$ cat src/ifo_defs.svh
// Purpose: Constants of the input force override block
// Assumes: 10 MHz reference clock
// Notes: Offsets are byte addresses on the plain register port
`ifndef IFO_DEFS_SVH
`define IFO_DEFS_SVH

`define IFO_NUM_IN 16
`define IFO_NUM_OUT 32
`define IFO_RPT_W 16
`define IFO_SYNC_W 17
`define IFO_TMR_W 17
`define IFO_TO_W 16
`define IFO_ADDR_W 8
`define IFO_DATA_W 32

`define IFO_CLK_PERIOD_NS 100
`define IFO_TICK_NS 500000000
`define IFO_TICK_CYCLES (`IFO_TICK_NS / `IFO_CLK_PERIOD_NS)
`define IFO_TICK_CNT_W 23
`define IFO_TICKS_PER_S (1000000000 / `IFO_TICK_NS)
`define IFO_ERR_TIMEOUT_S 30
`define IFO_ERR_TICKS (`IFO_ERR_TIMEOUT_S * `IFO_TICKS_PER_S)

`define IFO_REG_CMD 8'h00
`define IFO_REG_TIMEOUT 8'h04
`define IFO_REG_OVERRIDE 8'h08
`define IFO_REG_STATUS 8'h0c
`define IFO_REG_REMAIN 8'h10
`define IFO_REG_REAL_IN 8'h14

`define IFO_CMD_ENTER 0
`define IFO_CMD_EXIT 1
`define IFO_CMD_KEEPALIVE 2
`define IFO_CMD_LOGOUT 3
`define IFO_CMD_UPLOAD 4
`define IFO_CMD_STOP 5

`define IFO_STS_REFUSED_LSB 4
`define IFO_TIMEOUT_RST 16'h003c

`endif

$ cat src/ifo_pkg.sv
// Purpose: Types of the input force override block
// Assumes: ifo_defs.svh supplies widths
// Notes: Types only, no constants
`include "ifo_defs.svh"
package ifo_pkg;

  typedef enum logic [1:0] {
    IFO_OVR_RELEASED = 2'b00,
    IFO_OVR_FORCE_LO = 2'b01,
    IFO_OVR_FORCE_HI = 2'b10,
    IFO_OVR_RSVD = 2'b11
  } ifo_ovr_e;

  typedef enum logic [1:0] {
    IFO_PH_IDLE = 2'b00,
    IFO_PH_ACTIVE = 2'b01,
    IFO_PH_SHUTDOWN = 2'b10
  } ifo_phase_e;

  typedef enum logic [1:0] {
    IFO_END_NONE = 2'b00,
    IFO_END_MANUAL = 2'b01,
    IFO_END_TIMEOUT = 2'b10,
    IFO_END_ERROR = 2'b11
  } ifo_end_e;

  typedef struct packed {
    logic logout;
    logic upload;
    logic stop;
  } ifo_host_cmd_s;

  typedef struct packed {
    logic valid;
    logic group;
    logic [`IFO_RPT_W-1:0] data;
  } ifo_report_s;

  typedef struct packed {
    logic [`IFO_SYNC_W-1:0] s1;
    logic [`IFO_SYNC_W-1:0] s2;
    logic [`IFO_SYNC_W-1:0] s3;
    logic [`IFO_SYNC_W-1:0] filt;
  } ifo_sync_state_s;

  typedef struct packed {
    logic [`IFO_TMR_W-1:0] cnt;
    logic expired;
  } ifo_tmr_state_s;

  typedef struct packed {
    ifo_phase_e phase;
    ifo_end_e end_cause;
    ifo_ovr_e [`IFO_NUM_IN-1:0] ovr;
    logic [`IFO_NUM_IN-1:0] logic_in;
    logic [3:0] refused;
    logic [`IFO_TO_W-1:0] timeout_s;
    logic [`IFO_TICK_CNT_W-1:0] tick_cnt;
    logic tick;
    logic led;
    logic err_prev;
    logic [`IFO_NUM_OUT-1:0] reported;
    logic [`IFO_NUM_OUT-1:0] gw_out;
    ifo_report_s report;
    ifo_host_cmd_s host_cmd;
    logic [`IFO_DATA_W-1:0] rdata;
  } ifo_state_s;

endpackage : ifo_pkg

$ cat src/ifo_in_sync.sv
// Purpose: Three-stage synchroniser with agreement filter
// Assumes: Inputs asynchronous to ref_clk_in
// Notes: Output moves only when stages two and three agree
`timescale 1ns/1ps
`include "ifo_defs.svh"
module ifo_in_sync (
  // Clock and reset
  input wire logic ref_clk_in,
  input wire logic rst_n_in,
  // Raw levels
  input wire logic [`IFO_SYNC_W-1:0] raw_in,
  // Filtered levels
  output logic [`IFO_SYNC_W-1:0] level_out
);
  import ifo_pkg::*;

  ifo_sync_state_s st_ff;
  ifo_sync_state_s nxt_st;

  always_comb begin
    nxt_st = st_ff;
    nxt_st.s1 = raw_in;
    nxt_st.s2 = st_ff.s1;
    nxt_st.s3 = st_ff.s2;
    // Only later stages are compared, stage one may be metastable
    for (int i = 0; i < `IFO_SYNC_W; i++) begin
      if (st_ff.s2[i] == st_ff.s3[i]) begin
        nxt_st.filt[i] = st_ff.s3[i];
      end
    end
  end

  always_ff @(posedge ref_clk_in or negedge rst_n_in) begin
    if (!rst_n_in) begin
      st_ff <= '0;
    end else begin
      st_ff <= nxt_st;
    end
  end

  assign level_out = st_ff.filt;

endmodule : ifo_in_sync

$ cat src/ifo_tick_timer.sv
// Purpose: Down counter in whole ticks with expiry pulse
// Assumes: tick_in is a one-cycle pulse
// Notes: Clear beats load, load beats counting
`timescale 1ns/1ps
`include "ifo_defs.svh"
module ifo_tick_timer (
  // Clock and reset
  input wire logic ref_clk_in,
  input wire logic rst_n_in,
  // Control
  input wire logic tick_in,
  input wire logic clear_in,
  input wire logic load_in,
  input wire logic [`IFO_TMR_W-1:0] load_val_in,
  // Status
  output logic [`IFO_TMR_W-1:0] remain_out,
  output logic expired_out
);
  import ifo_pkg::*;

  ifo_tmr_state_s st_ff;
  ifo_tmr_state_s nxt_st;

  always_comb begin
    nxt_st = st_ff;
    nxt_st.expired = 1'b0;
    if (clear_in) begin
      nxt_st.cnt = '0;
    end else if (load_in) begin
      nxt_st.cnt = load_val_in;
    end else if (tick_in && st_ff.cnt != '0) begin
      nxt_st.cnt = st_ff.cnt - `IFO_TMR_W'(1);
      nxt_st.expired = (st_ff.cnt == `IFO_TMR_W'(1));
    end
  end

  always_ff @(posedge ref_clk_in or negedge rst_n_in) begin
    if (!rst_n_in) begin
      st_ff <= '0;
    end else begin
      st_ff <= nxt_st;
    end
  end

  assign remain_out = st_ff.cnt;
  assign expired_out = st_ff.expired;

endmodule : ifo_tick_timer

$ cat src/ifo_force_ctrl.sv
// Purpose: Input force override session of the safety controller main module
// Assumes: Status levels come from logic on ref_clk_in; pins and link error are asynchronous
// Notes: Timers count half-second ticks; the tick period is a parameter for simulation
//
// Implementation choices: the register addresses and the strobed register port.
`timescale 1ns/1ps
`include "ifo_defs.svh"

//Contract
//RULE1: A forced-low input is seen as 0 by the logic program.
//RULE2: A forced-high input is seen as 1 by the logic program.
//RULE3: A released input returns to its real physical level.
//RULE4: One override vector feeds every use of that input in the program.
//RULE5: Only program inputs are overridden; outputs and results are never forced.
//RULE6: Direct hardware paths keep real physical input levels.
//RULE7: Force mode is entered only by an authorized logged-in client.
//RULE8: Entry refused while configuration verified; unverified indicator flashes at 1 Hz.
//RULE9: Operator puts the controller in run state before asking for force mode.
//RULE10: Timeout given at entry; force mode ends when it lapses idle.
//RULE11: Every operator action reloads the inactivity timer to its full value.
//RULE12: A detected error ends force mode 30 seconds later.
//RULE13: Any end of force mode zeroes all outputs and stops the application.
//RULE14: Operator warns 15 seconds before expiry; acknowledge restarts the timer.
//RULE15: Logout, upload or compare, and stop are refused during force mode.
//RULE16: Gateway image carries only real physical input and output levels.
//RULE17: Over 16 output changes at once are reported over later cycles.
//RULE18: Force mode should be run from one computer at a time.
//RULE19: Each input holds a two-bit override state, cleared when force mode ends.
//RULE20: Timeouts count whole ticks of a fixed base from the clock.
module ifo_force_ctrl #(
  parameter int TICK_CYCLES = `IFO_TICK_CYCLES
) (
  // Clock and reset
  input wire logic ref_clk_in,
  input wire logic rst_n_in,
  // Register port
  input wire logic [`IFO_ADDR_W-1:0] reg_addr_in,
  input wire logic [`IFO_DATA_W-1:0] reg_wdata_in,
  input wire logic reg_wr_in,
  input wire logic reg_rd_in,
  output logic [`IFO_DATA_W-1:0] reg_rdata_out,
  // Controller status
  input wire logic client_auth_in,
  input wire logic cfg_verified_in,
  input wire logic run_state_in,
  // Pins and link
  input wire logic [`IFO_NUM_IN-1:0] phys_in_in,
  input wire logic link_error_in,
  // Logic program side
  input wire logic [`IFO_NUM_OUT-1:0] outputs_in,
  input wire logic logic_cycle_in,
  output logic [`IFO_NUM_IN-1:0] logic_in_out,
  output ifo_pkg::ifo_report_s report_out,
  // Gateway and direct paths
  output logic [`IFO_NUM_IN-1:0] real_in_out,
  output logic [`IFO_NUM_OUT-1:0] gw_out_out,
  // Session results
  output logic force_active_out,
  output logic outputs_zero_out,
  output logic app_stop_out,
  output logic config_verified_indicator_out,
  output ifo_pkg::ifo_host_cmd_s host_cmd_out
);
  import ifo_pkg::*;

  ifo_state_s st_ff;
  ifo_state_s nxt_st;

  logic [`IFO_SYNC_W-1:0] sync_level;
  logic [`IFO_NUM_IN-1:0] real_in;
  logic link_err;
  logic inact_clear;
  logic inact_load;
  logic [`IFO_TMR_W-1:0] inact_load_val;
  logic [`IFO_TMR_W-1:0] inact_remain;
  logic inact_expired;
  logic err_clear;
  logic err_load;
  logic [`IFO_TMR_W-1:0] err_remain;
  logic err_expired;

  // Selects what the program sees for one input
  function automatic logic apply_override(input ifo_ovr_e ovr, input logic phys);
    logic val;
    case (ovr)
      IFO_OVR_FORCE_LO: val = 1'b0; // RULE1
      IFO_OVR_FORCE_HI: val = 1'b1; // RULE2
      IFO_OVR_RELEASED: val = phys; // RULE3
      default: val = phys;
    endcase
    return val;
  endfunction : apply_override

  function automatic logic is_reg(input logic [`IFO_ADDR_W-1:0] addr, input logic [`IFO_ADDR_W-1:0] offs);
    return addr == offs;
  endfunction : is_reg

  ifo_in_sync u_sync (
    .ref_clk_in(ref_clk_in),
    .rst_n_in(rst_n_in),
    .raw_in({link_error_in, phys_in_in}),
    .level_out(sync_level)
  );

  assign real_in = sync_level[`IFO_NUM_IN-1:0];
  assign link_err = sync_level[`IFO_SYNC_W-1];

  ifo_tick_timer u_inact_tmr (
    .ref_clk_in(ref_clk_in),
    .rst_n_in(rst_n_in),
    .tick_in(st_ff.tick),
    .clear_in(inact_clear),
    .load_in(inact_load),
    .load_val_in(inact_load_val),
    .remain_out(inact_remain),
    .expired_out(inact_expired)
  );

  ifo_tick_timer u_err_tmr (
    .ref_clk_in(ref_clk_in),
    .rst_n_in(rst_n_in),
    .tick_in(st_ff.tick),
    .clear_in(err_clear),
    .load_in(err_load),
    .load_val_in(`IFO_TMR_W'(`IFO_ERR_TICKS)),
    .remain_out(err_remain),
    .expired_out(err_expired)
  );

  always_comb begin
    logic wr_cmd;
    logic [`IFO_TO_W-1:0] to_s;
    logic active;
    logic enter_ok;
    logic do_end;
    logic action;
    logic [`IFO_NUM_OUT-1:0] diff;
    wr_cmd = reg_wr_in && is_reg(reg_addr_in, `IFO_REG_CMD);
    to_s = '0;
    active = (st_ff.phase == IFO_PH_ACTIVE);
    enter_ok = 1'b0;
    do_end = 1'b0;
    action = 1'b0;
    diff = '0;
    nxt_st = st_ff;
    inact_clear = 1'b0;
    inact_load = 1'b0;
    err_clear = 1'b0;
    err_load = 1'b0;
    nxt_st.report.valid = 1'b0;
    nxt_st.host_cmd = '0;

    // Time base, half-second ticks drive both timers and the indicator
    nxt_st.tick = 1'b0;
    if (st_ff.tick_cnt == `IFO_TICK_CNT_W'(TICK_CYCLES - 1)) begin // RULE20
      nxt_st.tick_cnt = '0;
      nxt_st.tick = 1'b1;
      nxt_st.led = ~st_ff.led; // RULE8
    end else begin
      nxt_st.tick_cnt = st_ff.tick_cnt + `IFO_TICK_CNT_W'(1);
    end

    // Inactivity timeout, kept for the next entry
    if (reg_wr_in && is_reg(reg_addr_in, `IFO_REG_TIMEOUT)) begin
      nxt_st.timeout_s = reg_wdata_in[`IFO_TO_W-1:0];
    end
    to_s = (st_ff.timeout_s == '0) ? `IFO_TO_W'(1) : st_ff.timeout_s;
    inact_load_val = `IFO_TMR_W'(to_s * `IFO_TICKS_PER_S); // RULE10

    // Session state machine
    case (st_ff.phase)
      IFO_PH_IDLE: begin
        if (wr_cmd && reg_wdata_in[`IFO_CMD_ENTER]) begin
          // Run state is checked too, a stopped controller has nothing to force
          enter_ok = client_auth_in && !cfg_verified_in && run_state_in; // RULE7 RULE8 RULE9
          if (enter_ok) begin
            nxt_st.phase = IFO_PH_ACTIVE;
            nxt_st.end_cause = IFO_END_NONE;
            inact_load = 1'b1; // RULE10
          end else begin
            nxt_st.refused[0] = 1'b1;
          end
        end
      end
      IFO_PH_ACTIVE: begin
        if (wr_cmd && reg_wdata_in[`IFO_CMD_EXIT]) begin
          do_end = 1'b1;
          nxt_st.end_cause = IFO_END_MANUAL;
        end else if (err_expired) begin
          do_end = 1'b1;
          nxt_st.end_cause = IFO_END_ERROR; // RULE12
        end else if (inact_expired) begin
          do_end = 1'b1;
          nxt_st.end_cause = IFO_END_TIMEOUT; // RULE10
        end
        if (do_end) begin
          nxt_st.phase = IFO_PH_SHUTDOWN; // RULE13
        end
      end
      IFO_PH_SHUTDOWN: begin
        // Held until the application has really stopped
        if (!run_state_in) begin
          nxt_st.phase = IFO_PH_IDLE;
        end
      end
      default: begin
        nxt_st.phase = IFO_PH_IDLE;
      end
    endcase

    // Operator actions while active
    if (active && !do_end) begin
      if (wr_cmd && reg_wdata_in[`IFO_CMD_KEEPALIVE]) begin
        action = 1'b1;
      end
      if (reg_wr_in && is_reg(reg_addr_in, `IFO_REG_OVERRIDE)) begin
        action = 1'b1;
        for (int i = 0; i < `IFO_NUM_IN; i++) begin
          nxt_st.ovr[i] = ifo_ovr_e'(reg_wdata_in[2*i +: 2]); // RULE19
        end
      end
      inact_load = action; // RULE11
    end
    if (do_end || st_ff.phase != IFO_PH_ACTIVE) begin
      nxt_st.ovr = '0; // RULE19
      inact_clear = !enter_ok;
    end

    // Error detection arms the fixed timeout once per error
    nxt_st.err_prev = link_err;
    err_clear = !active;
    err_load = active && link_err && !st_ff.err_prev; // RULE12

    // Commands that would break the session are refused
    if (wr_cmd) begin
      if (reg_wdata_in[`IFO_CMD_LOGOUT]) begin
        if (active) begin
          nxt_st.refused[1] = 1'b1; // RULE15
        end else begin
          nxt_st.host_cmd.logout = 1'b1;
        end
      end
      if (reg_wdata_in[`IFO_CMD_UPLOAD]) begin
        if (active) begin
          nxt_st.refused[2] = 1'b1; // RULE15
        end else begin
          nxt_st.host_cmd.upload = 1'b1;
        end
      end
      if (reg_wdata_in[`IFO_CMD_STOP]) begin
        if (active) begin
          nxt_st.refused[3] = 1'b1; // RULE15
        end else begin
          nxt_st.host_cmd.stop = 1'b1;
        end
      end
    end

    // Refusal flags clear on write-one, which beats a new refusal of an already set flag in that cycle
    if (reg_wr_in && is_reg(reg_addr_in, `IFO_REG_STATUS)) begin
      nxt_st.refused = (st_ff.refused & ~reg_wdata_in[`IFO_STS_REFUSED_LSB +: 4]) | (nxt_st.refused & ~st_ff.refused);
    end

    // Program inputs, one vector used everywhere in the program
    for (int i = 0; i < `IFO_NUM_IN; i++) begin
      nxt_st.logic_in[i] = apply_override(st_ff.ovr[i], real_in[i]); // RULE4 RULE5
    end

    // Gateway shows real outputs, zero while the session is in shutdown
    nxt_st.gw_out = (st_ff.phase == IFO_PH_SHUTDOWN) ? '0 : outputs_in; // RULE16

    // Change reporting carries at most one group of outputs per logic cycle
    diff = outputs_in ^ st_ff.reported;
    if (logic_cycle_in) begin
      if (diff[`IFO_RPT_W-1:0] != '0) begin // RULE17
        nxt_st.report.valid = 1'b1;
        nxt_st.report.group = 1'b0;
        nxt_st.report.data = outputs_in[`IFO_RPT_W-1:0];
        nxt_st.reported[`IFO_RPT_W-1:0] = outputs_in[`IFO_RPT_W-1:0];
      end else if (diff[`IFO_NUM_OUT-1:`IFO_RPT_W] != '0) begin
        nxt_st.report.valid = 1'b1;
        nxt_st.report.group = 1'b1;
        nxt_st.report.data = outputs_in[`IFO_NUM_OUT-1:`IFO_RPT_W];
        nxt_st.reported[`IFO_NUM_OUT-1:`IFO_RPT_W] = outputs_in[`IFO_NUM_OUT-1:`IFO_RPT_W];
      end
    end

    // Read data stands only in the cycle after the strobe
    nxt_st.rdata = '0;
    if (reg_rd_in) begin
      case (reg_addr_in)
        `IFO_REG_TIMEOUT: nxt_st.rdata = `IFO_DATA_W'(st_ff.timeout_s);
        `IFO_REG_OVERRIDE: nxt_st.rdata = st_ff.ovr;
        `IFO_REG_STATUS: nxt_st.rdata = `IFO_DATA_W'({run_state_in, cfg_verified_in, st_ff.refused,
                                                       st_ff.end_cause, st_ff.phase});
        `IFO_REG_REMAIN: nxt_st.rdata = `IFO_DATA_W'(inact_remain);
        `IFO_REG_REAL_IN: nxt_st.rdata = `IFO_DATA_W'(real_in);
        default: nxt_st.rdata = '0;
      endcase
    end
  end

  always_ff @(posedge ref_clk_in or negedge rst_n_in) begin
    if (!rst_n_in) begin
      st_ff <= '0;
      st_ff.timeout_s <= `IFO_TIMEOUT_RST;
    end else begin
      st_ff <= nxt_st;
    end
  end

  assign reg_rdata_out = st_ff.rdata;
  assign logic_in_out = st_ff.logic_in;
  assign report_out = st_ff.report;
  assign real_in_out = real_in; // RULE6 RULE16
  assign gw_out_out = st_ff.gw_out;
  assign force_active_out = (st_ff.phase == IFO_PH_ACTIVE);
  assign outputs_zero_out = (st_ff.phase == IFO_PH_SHUTDOWN); // RULE13
  assign app_stop_out = (st_ff.phase == IFO_PH_SHUTDOWN); // RULE13
  assign config_verified_indicator_out = cfg_verified_in | st_ff.led; // RULE8
  assign host_cmd_out = st_ff.host_cmd;

endmodule : ifo_force_ctrl

$ cat config.mk
export PLATFORM = sky130hd
export DESIGN_NAME = ifo_force_ctrl
export DESIGN_NICKNAME = d
export VERILOG_FILES = /design/src/ifo_pkg.sv /design/src/ifo_in_sync.sv /design/src/ifo_tick_timer.sv /design/src/ifo_force_ctrl.sv
export VERILOG_INCLUDE_DIRS = /design/src
export SDC_FILE = /design/constraint.sdc
export NUM_CORES = 1
export LEC_CHECK = 0
export BUFFER_PORTS_ARGS = -buffer_cell sky130_fd_sc_hd__buf_4
export CAP_MARGIN = 20
export CORE_UTILIZATION = 50
export CTS_CLUSTER_DIAMETER = 120
export DETAILED_ROUTE_END_ITERATION = 7
export PLACE_DENSITY = 0.73
export SETUP_SLACK_MARGIN = 0.3
export SKIP_CTS_REPAIR_TIMING = 1
export SYNTH_ARGS = -nofsm -noshare
export SYNTH_HDL_FRONTEND = slang
export SYNTH_SLANG_ARGS = --single-unit
export TNS_END_PERCENT = 20
$ cat constraint.sdc
create_clock -name ref_clk_in -period 2.11 [get_ports ref_clk_in]
set_clock_uncertainty 0.05 [all_clocks]
set_input_delay 0.211 -clock ref_clk_in [delete_from_list [all_inputs] [get_ports ref_clk_in]]
set_output_delay 0.211 -clock ref_clk_in [all_outputs]
set_load 0.01 [all_outputs]
==> results of run 1 <==
==> routing by layer <==
| layer | part of all wire | track usage | wire length, um |
|---|---|---|---|
| met1 | 0.41 | 0.3199 | 14460 |
| met5 | 0 | 0 | 0 |
| met3 | 0.072 | 0.05120 | 2570 |
| met2 | 0.49 | 0.3992 | 17460 |
| met4 | 0.028 | 0.07391 | 1005 |
==> cell families (layout without fill, tap and decap cells) <==
kind of cell | count (synthesis) | count (layout)
xor gates and xnor gates | 69 | 69
buffers and inverters | 194 | 494
AOI/OAI and AO/OA | 168 | 168
adders and majority gates | 38 | 38
DFF | 319 | 319
muxes | 66 | 66
and+or+nand+nor | 359 | 361
==> cells in the mapped netlist, types with 3 or more instances <==
master,n,share of area
a222oi_1,16,0.012
o21ai_1,3,0.0011
a21oi_1,70,0.025
nand2b_1,3,0.0014
a22oi_1,12,0.0065
clkbuf_1,34,0.0092
a211oi_1,5,0.0027
nand3_1,13,0.0047
and2_1,37,0.017
a31oi_1,15,0.0068
buf_4,118,0.064
or2_2,5,0.0023
nor2_1,85,0.023
nand4b_1,3,0.0019
nor4b_1,4,0.0025
nor3_1,19,0.0069
nand2_1,105,0.028
ha_1,21,0.019
or3_1,5,0.0023
nand4_1,9,0.0041
xnor2_1,16,0.010
buf_2,9,0.0032
o22ai_1,18,0.0081
maj3_1,17,0.012
xor2_1,53,0.033
and3_1,26,0.012
inv_1,31,0.0084
dfrtp_1,315,0.57
a41oi_1,3,0.0019
o21ai_0,7,0.0025
dfstp_2,4,0.0076
nor2b_1,6,0.0027
or4_1,6,0.0032
mux2_2,64,0.052
nor4_1,16,0.0072
==> power breakdown <==
group | internal [uW] | total, uW | switching [uW]
registers | 6350 | 6520 | 171
logic | 611 | 1150 | 542
clock network | 4120 | 6530 | 2410
total | 11100 | 14200 | 3120
==> registers in the layout, summed over array words and instances, names as in the netlist <==
signal,count
gw_out_out,32
host_cmd_out,3
logic_in_out,16
reg_rdata_out,32
report_out,18
st_ff,114
u_err_tmr.expired_out,1
u_err_tmr.remain_out,17
u_inact_tmr.expired_out,1
u_inact_tmr.remain_out,17
u_sync.level_out,17
u_sync.nxt_st,34
u_sync.st_ff,17
==> worst reg2reg max path, delay by kind of cell (launching register included) <==
| family | cells | cell delay (ns) |
|---|---|---|
| and+or+nand+nor | 4 | 1.36 |
| DFF | 1 | 0.42 |
| AOI/OAI and AO/OA | 1 | 0.23 |
==> path summary, 6_finish.rpt <==
check / from / end / slack [ns] / depth (start not counted)
worst max-delay path: u_inact_tmr.remain_out[3] / u_inact_tmr.remain_out[16] / -0.06 / 5
worst min-delay path: outputs_in[29] / gw_out_out[29] / -0.009 / 3
worst max register to register: u_inact_tmr.remain_out[3] / u_inact_tmr.remain_out[16] / -0.06 / 5
worst min register to register: u_sync.nxt_st[41] / u_sync.nxt_st[24] / 0.29 / 0
max in group asynchronous: rst_n_in / st_ff[129] / 1.10 / 3
min in group asynchronous: rst_n_in / logic_in_out[11] / 0.22 / 2
==> placed cells by master (no fill, tap or decap), types with 6 or more instances in the layout <==
master and n:
o22ai_2 7, and3_1 26, and2_1 37, nor2b_1 6, clkbuf_16 38, nand3_1 13
dfrtp_1 315, maj3_1 17, o22ai_1 11, ha_1 21, o21ai_0 7, nor4_2 8
buf_4 308, clkbuf_8 9, clkinv_2 6, nand4_1 9, nor2_1 85, mux2_2 64
xnor2_1 16, buf_12 13, xor2_1 53, nand2_1 104, inv_1 31, nor3_1 18
buf_6 6, dlygate4sd3_1 72, a222oi_1 16, a22oi_1 12, a21oi_1 70, a31oi_1 15
nor4_1 9
==> metrics by stage <==
step	cell area [um^2]	total power [uW]	setup WS (ns)	hold slack, ns	instances
after floorplan	13970	7078	-0.03277	-0.1346	1213
after global placement	15950	7609	-0.1228	0.1770	1749
after detailed placement	15950	7640	-0.1535	0.1789	1749
after CTS	17210	14170	-0.1793	-0.3605	1811
after global routing	18090	14660	-0.1479	-0.0009928	1887
final	18090	14200	-0.06450	-0.009448	1887
==> cell type report <==
type / count / area, um^2
clock buffer: 49 / 1061
multi-input combinational: 702 / 4862
timing repair buffer: 401 / 3401
sequential: 319 / 7988
tap: 372 / 465.4
clock inverter: 13 / 197.7
fill: 1945 / 9010
inverter: 31 / 116.4
==> run metrics, run 1 <==
status complete, but fails checks; failing checks hold timing, setup timing; Arr. time, crit path 2.51 ns; Synth Area in XOR/XNOR 0.04359; Antenna Nets Post-Route 0; DRC 0; initial DRC count 958; async set-reset flop share out of synthesis 1.000; htree depth 2; slew margin rel. 0.5960; Die Span Y 168.5 um; RSZ-0062 raised after global routing yes; largest family of logic cells by synthesized area simple AND/OR/NAND/NOR gates; CTS tree yes; first-pass GRT wire length 53.74 mm; Longest Clk Path Bufs 3; Post-Syn Area 0.01386 mm^2; initial antenna violation count 0; row cnt 60; largest net degree at the start of global routing 70; maximum capacitance violations 0; Root Buffer clkbuf_16; Routability Congestion 0.8761; Pins Over Slew Limit 0; synthesized instance count 1,213; Layout Utilization 0.6675; Synth Flop Type dfrtp_1; total CTS buffers 35; clock-pin slew of the registers on the worst-case setup and hold paths 0.06 ns; critical path launch point type register; Worst Path Buf+Inv 0; Synth Area in Compound Gates 0.07816; IO Port Bufs 217; CP max stage delay 0.42 ns; area growth from synthesis to layout 30.50%; Worst-Margin Slew 0.6060 ns; Inserted Diodes 0; Via density 5.428; TritonCTS sink count 319; Clock Latency Late Sink 0.51 ns; Core Box Area 0.02710 mm^2; fin nets 1,608; Mean Syn Cell Area 11.43 um^2; post-synthesis adder-cell area fraction 0.03123; CP top delay family simple AND/OR/NAND/NOR gates; Routed WL per cell 18.81 um; Final setup viols 9; Fmax 459.9 MHz; Initial Util 0.5115; die footprint 0.02840 mm^2; Die Width 168.5 um; Mapped Nets 1,331; post-synthesis mux area share 0.05343; CP required 2.45 ns; Seq/Total Area, Yosys 0.5762; crit-path max FO 5; Final TNS setup -0.2179 ns; final worst slack -0.06450 ns; crit share post-route 1.031; critical path cell sequence nor4_4 > nand4b_1 > or3b_1 > or4_1 > a32o_1; worst hold path type primary input to register; drt first pass iters 8; P_leak 0.008414 uW; proportion of layout cells with a drive suffix above 1 0.3261; detailed placement HPWL 23.92 mm; post-synth cell types 65; synthesis-stage register bit count 319; worst setup path class register to register; number of global-route vias before repair 10,081; Synth Warn # 0; worst vdd ir 0.5557 mV; Total Wirelength 35.49 mm; Hold Vio Cnt, Final 1; Tmin final 2.175 ns; total congestion overflow 0; Total GRT Usage 0.2412; I/O Pins 218; Critical-path top delay cell dfrtp_1; hold_ws -0.009448 ns; EDFF count, synth 0; Simple-Gate Fraction of Synth Area 0.1320; pwr/cell area 784.9 mW/mm^2; total number of vias 10,242; crit end category register
No activity file was read; power rests on OpenSTA's default activity.
==> run 2, diff against run 1 <==
- ABC_CLOCK_PERIOD_IN_PS: unset -> 2110
- CORE_UTILIZATION: 50 -> 35
- HOLD_SLACK_MARGIN: unset -> 0.03
- PLACE_DENSITY: 0.73 -> 0.54
==> run 2 against run 1 <==
The flow finishes with violations (setup timing). Via count is 3.6% lower. Die area increased by 42%. Hold slack gained 0.090 ns. Setup slack worse by 0.048 ns. Critical path depth up 2. Total power up 2.8%. Wire length grew 6.1%. Sequential share of layout area shrank 1.2 points. Sequential cell count did not move. Combinational power increased by 3%. Core utilization fell by 19 points. Cell count grew 8.4%. Largest cell class unchanged.
==> run metrics, run 2 (synthesis gave the netlist of run 1 again) <==
status complete, but fails checks; failing checks setup timing; Final setup viols 40 (+31); DRC 0 (unchanged); first-pass GRT wire length 56.97 mm (+6.0%); Clock Latency Late Sink 0.56 ns (+0.05 ns); Longest Clk Path Bufs 3 (unchanged); CP max stage delay 0.55 ns (+0.13 ns); htree depth 2 (unchanged); RR Endpoint report_out[5]; CTS tree yes; Routed WL per cell 18.40 um (-2.2%); Total GRT Usage 0.1806 (-0.06059); Arr. time, crit path 2.62 ns (+0.11 ns); Reg with most FFs st_ff; Final TNS setup -1.823 ns (-1.605 ns); reg2reg setup slack -0.11 ns (-0.05 ns); crit share post-route 1.053 (+0.02287); critical path cell sequence xor2_1 > nor4_2 > nand4_1 > or3b_4 > buf_12 > o22ai_2 > nor2_1; slew margin rel. 0.6247 (+0.02868); max reg flops 114 (unchanged); worst hold path type primary input to register; proportion of layout cells with a drive suffix above 1 0.3357 (+0.009660); Via density 4.825 (-11%); P_leak 0.008516 uW (+1.2%); placed cells 1,888 (+7.9%); Antenna Nets Post-Route 0 (unchanged); Pins Over Slew Limit 0 (unchanged); CP Launch Point st_ff[95]; Fmax 449.9 MHz (-2.2%); total CTS buffers 38 (+8.6%); IO Port Bufs 217 (unchanged); worst vdd ir 0.5691 mV (+2.4%); Hold Vio Cnt, Final 0 (-1); Core Box Area 0.03883 mm^2 (+43%); drt first pass iters 5 (-3); row cnt 72 (+20%); I/O Pins 218 (unchanged); commonest non-fill, non-tap cell in the layout dfrtp_1; critical path launch point type register; largest net degree at the start of global routing 72 (+2.9%); Root Buffer clkbuf_16; crit end category register; initial DRC count 539 (-44%); fin cells 2,046 (+8.4%); die footprint 0.04041 mm^2 (+42%); TritonCTS sink count 319 (unchanged); maximum capacitance violations 0 (unchanged); number of global-route vias before repair 9,948 (-1.3%); Die Width 201.0 um (+19%); CP required 2.51 ns (+0.06 ns); Routability Congestion 0.8490 (-3.1%); Total Wirelength 37.65 mm (+6.1%); initial antenna violation count 0 (unchanged); pwr/cell area 785.6 mW/mm^2 (about the same); area of placed instances 0.01607 mm^2 (+0.74%); r2r startpoint st_ff[95]; Initial Util 0.3571 (-0.1545); commonest cells after routing, fill and taps aside dfrtp_1, buf_4, nand2_1; total number of vias 9,871 (-3.6%); worst setup path class register to register; crit-path max FO 8 (+3); clock-pin slew of the registers on the worst-case setup and hold paths 0.06 ns (about the same); Inserted Diodes 0 (unchanged); Critical Path End report_out[5]; area growth from synthesis to layout 33.99%; R2R depth 7 (+2); total congestion overflow 0 (unchanged); Total Power 14,590 uW (+2.8%); Tmin final 2.223 ns (+0.04825 ns); Worst-Margin Slew 0.5630 ns (-0.04302 ns); Final Instance Area 0.01858 mm^2 (+2.7%); Die Span Y 201.0 um (+19%); RSZ-0062 raised after global routing yes; final worst slack -0.1128 ns (-0.04825 ns); Critical-path top delay cell or3b_4; detailed placement HPWL 25.68 mm (+7.4%); fin nets 1,617 (+0.56%)
==> run 2: changes by cell type in the layout (fill, tap and decap cells not counted), moves of 3 or more <==
cell / change
o22ai_1: -9
nor3_2: +4
clkbuf_1: +6
buf_4: -4
and3_1: -3
mux2_4: +13
clkbuf_8: -4
o22ai_2: +9
nor3_1: -3
mux2_2: -13
dlygate4sd3_1: +13
==> run 2: per-layer routing <==
metal,up-vias,global-route usage,wire length [um]
met3,48,0.05325,2455
li1,4663,-,-
met5,-,0,0
met2,273,0.2810,17510
met4,0,0.05125,768
met1,4887,0.2436,16920
==> run 2: per-stage QoR <==
stage	worst slack [ns]	util	hold WS (ns)
final	-0.1128	0.4784	0.08048
after floorplan	-0.03277	-	-0.1346
after global placement	-0.1430	0.4139	0.09395
after CTS	-0.1385	0.4476	-0.4982
after global routing	-0.1818	0.4784	0.07534
after detailed placement	-0.1186	0.4139	0.08982
==> run 2: area by class of cell <==
class                           count  area [um^2]
Fill cell                        3521        20250
Clock inverter                     17        257.7
Inverter                           31        116.4
Tap cell                          518        648.1
Clock buffer                       52         1054
Timing Repair Buffer              407         3458
Sequential cell                   319         7988
Multi-Input combinational cell    702         5054
==> run 2: worst min path at each step <==
| stage | start | depth (start not counted) | to |
|---|---|---|---|
| floorplan | rst_n_in | 0 | gw_out_out[0] |
| global placement | rst_n_in | 1 | st_ff[158] |
| detailed placement | rst_n_in | 1 | st_ff[194] |
| CTS | rst_n_in | 1 | st_ff[154] |
| global route | cfg_verified_in | 3 | reg_rdata_out[8] |
| finish | cfg_verified_in | 3 | reg_rdata_out[8] |
==> run 2: where the power goes <==
| part | switching [uW] | internal [uW] |
|---|---|---|
| Sequential | 174 | 6350 |
| Combinational | 554 | 636 |
| Clock | 2630 | 4250 |
| Total | 3360 | 11200 |
==> run 2: worst max-delay path: cells and delay by family (launching register included) <==
kind            cells  cell delay, ns
compound gates      1            0.12
flops               1            0.39
buf+inv             1            0.18
simple gates        4            1.20
xor+xnor            1            0.18
==> run 3, diff against run 2 <==
- ABC_AREA: unset -> 1
- PLACE_DENSITY: 0.54 -> 0.53
==> run 3 against run 2 <==
Via count is 19% higher. Total power is 0.29% higher. Core utilization is 2.2 points lower. Synthesized cell count is 37% higher. Largest power group unchanged. Cell count is 21% higher. Sequential cell count stayed put. The run now ends clean. Combinational power hardly changed. Critical path type is now register to output pin. Critical path depth is 3 lower. Setup slack better by 0.44 ns. Count of clock-buffer cells in the layout is 5 lower. Hold slack worse by 0.070 ns. Critical endpoint is now force_active_out. First-iteration DRC count is 34% higher.
==> run metrics, run 3 <==
DRC 0 (unchanged); maximum capacitance violations 0 (unchanged); Post-Syn Area 0.01498 mm^2 (+8.1%); critical path launch point type register; Initial Util 0.3564 (-0.0006520); die footprint 0.04364 mm^2 (+8.0%); Core Box Area 0.04204 mm^2 (+8.3%); Critical-path top delay cell dfrtp_1; Die Span Y 208.9 um (+3.9%); Seq/Total Area, Yosys 0.5331 (-0.04306); I/O Pins 218 (unchanged); Mean Syn Cell Area 9.031 um^2 (-21%); Routed WL per cell 17.16 um (-6.7%); Hold Vio Cnt, Final 0 (unchanged); htree depth 2 (unchanged); commonest cells after routing, fill and taps aside nand2_1, dfrtp_1, buf_4; Synth Warn # 0 (unchanged); RSZ-0062 raised after global routing yes; fin cells 2,485 (+21%); Clock Latency Late Sink 0.56 ns (about the same); Worst-Margin Slew 0.5983 ns (+0.03530 ns); Reg with most FFs st_ff; Routability Congestion 0.9048 (+6.6%); Via density 4.724 (-2.1%); worst setup path class register to output pin; initial antenna violation count 2 (+2); IO Port Bufs 217 (unchanged); critical path cell sequence inv_2 > nor2_2 > buf_6 > buf_4; number of global-route vias before repair 11,439 (+15%); largest net degree at the start of global routing 61 (-15%); Total Wirelength 42.65 mm (+13%); Final TNS setup 0 ns (+1.823 ns); synthesized instance count 1,659 (+37%); crit-path max FO 13 (+5); placed cells 2,293 (+21%); detailed placement HPWL 29.93 mm (+17%); Synth Flop Type dfrtp_1; post-synth cell types 46 (-29%); crit end category output pin; worst vdd ir 0.5941 mV (+4.4%); TritonCTS sink count 319 (unchanged); Worst Path Buf+Inv 3 (+2); Root Buffer clkbuf_16; Arr. time, crit path 1.52 ns (-1.10 ns); commonest non-fill, non-tap cell in the layout nand2_1; P_leak 0.009444 uW (+11%); area growth from synthesis to layout 28.14%; EDFF count, synth 0 (unchanged); Total GRT Usage 0.1907 (+0.01013); slew margin rel. 0.6002 (-0.02450); Die Width 208.9 um (+3.9%); clock-pin slew of the registers on the worst-case setup and hold paths 0.06 ns (about the same); CP top delay family flip-flops; CP max stage delay 0.42 ns (-0.13 ns); Final setup viols 0 (-100%); synthesis-stage register bit count 319 (unchanged); crit share post-route 0.8456 (-0.2078); total congestion overflow 0 (unchanged); proportion of layout cells with a drive suffix above 1 0.2402 (-0.09551); total CTS buffers 38 (unchanged); CTS tree yes; Mapped Nets 1,777 (+34%); reg2reg setup slack 0.37 ns (+0.48 ns); top-count cell post-synth nand2_1; first-pass GRT wire length 64.29 mm (+13%); pwr/cell area 762.3 mW/mm^2 (-3.0%); CP required 1.85 ns (-0.66 ns); drt first pass iters 5 (unchanged); status completed; Longest Clk Path Bufs 3 (unchanged); async set-reset flop share out of synthesis 1.000 (unchanged); Tmin final 1.784 ns (-0.4386 ns); Fmax 560.5 MHz (+25%); initial DRC count 723 (+34%); total number of vias 11,740 (+19%); max reg flops 114 (unchanged); synth top area cells dfrtp_1, nand2_1, buf_4; Commonest cells post-synth nand2_1, dfrtp_1, inv_1; Synth top area share 0.5261 (-0.04250); Yosys top cell by area dfrtp_1; row cnt 75 (+4.2%); worst hold path type primary input to register; Antenna Nets Post-Route 0 (unchanged); Pins Over Slew Limit 0 (unchanged); fin nets 2,034 (+26%)
==> run 3: area by class of cell <==
cell class / count / area (um^2)
tap: 539 / 674.4
multi-input combinational: 997 / 5351
clock inverter: 21 / 287.8
timing repair inverter: 1 / 5.005
sequential: 319 / 7991
inverter: 187 / 714.4
clock buffer: 47 / 1025
timing repair buffer: 372 / 3146
fill: 4054 / 22840
antenna: 2 / 5.005
==> run 3: report_power, final <==
group	switching [uW]	total, uW	internal [uW]	leakage (uW)
Combinational	627	1200	574	0.00478
Sequential	168	6530	6360	0.00402
Clock	2690	6910	4210	0.000647
==> run 3: metal layers <==
| layer | GRT usage | vias up | part of all wire |
|---|---|---|---|
| met5 | 0 | - | 0.00030 |
| met4 | 0.07505 | 2 | 0.030 |
| met3 | 0.04073 | 80 | 0.054 |
| met2 | 0.2928 | 314 | 0.46 |
| met1 | 0.2626 | 5656 | 0.46 |
| li1 | - | 5688 | - |
==> run 3: cells by family (layout without fill, tap and decap cells) <==
logic type,count (synthesis),in the layout,synth area share
AOI/OAI and AO/OA,186,186,0.06514
xor gates and xnor gates,53,53,0.03098
adders and majority gates,38,38,0.02889
buffers and inverters,347,628,0.1242
DFF,319,319,0.5331
muxes,10,10,0.007516
other,0,2,0
and+or+nand+nor,706,710,0.2102
==> run 3: through the flow <==
step | utilization | worst slack [ns] | cell area, um^2 | hold slack [ns] | power (uW)
after CTS | 0.4241 | 0.05676 | 17830 | -0.4602 | 14670
after floorplan | - | 0.3992 | 14980 | -0.1346 | 7149
after global routing | 0.4566 | 0.2307 | 19200 | 0.02849 | 15190
after global placement | 0.3929 | 0.1130 | 16520 | 0.1268 | 7694
after detailed placement | 0.3929 | 0.06395 | 16520 | 0.1346 | 7701
final | 0.4567 | 0.3258 | 19200 | 0.01006 | 14640
==> run 3: worst paths after layout <==
check,cells after the start,start,to
hold reg to reg,0,u_sync.nxt_st[41],u_sync.nxt_st[24]
setup reg to reg,12,u_err_tmr.remain_out[0],u_err_tmr.remain_out[10]
setup / recovery,4,st_ff[213],force_active_out
min in group asynchronous,2,rst_n_in,u_sync.st_ff[27]
hold / removal,3,logic_cycle_in,st_ff[94]
max in group asynchronous,3,rst_n_in,st_ff[145]
==> run 3: tightest hold or removal path, delay by kind of cell <==
kind            cells  cell delay (ns)
buf+inv             1             0.17
simple gates        1             0.10
compound gates      1             0.09
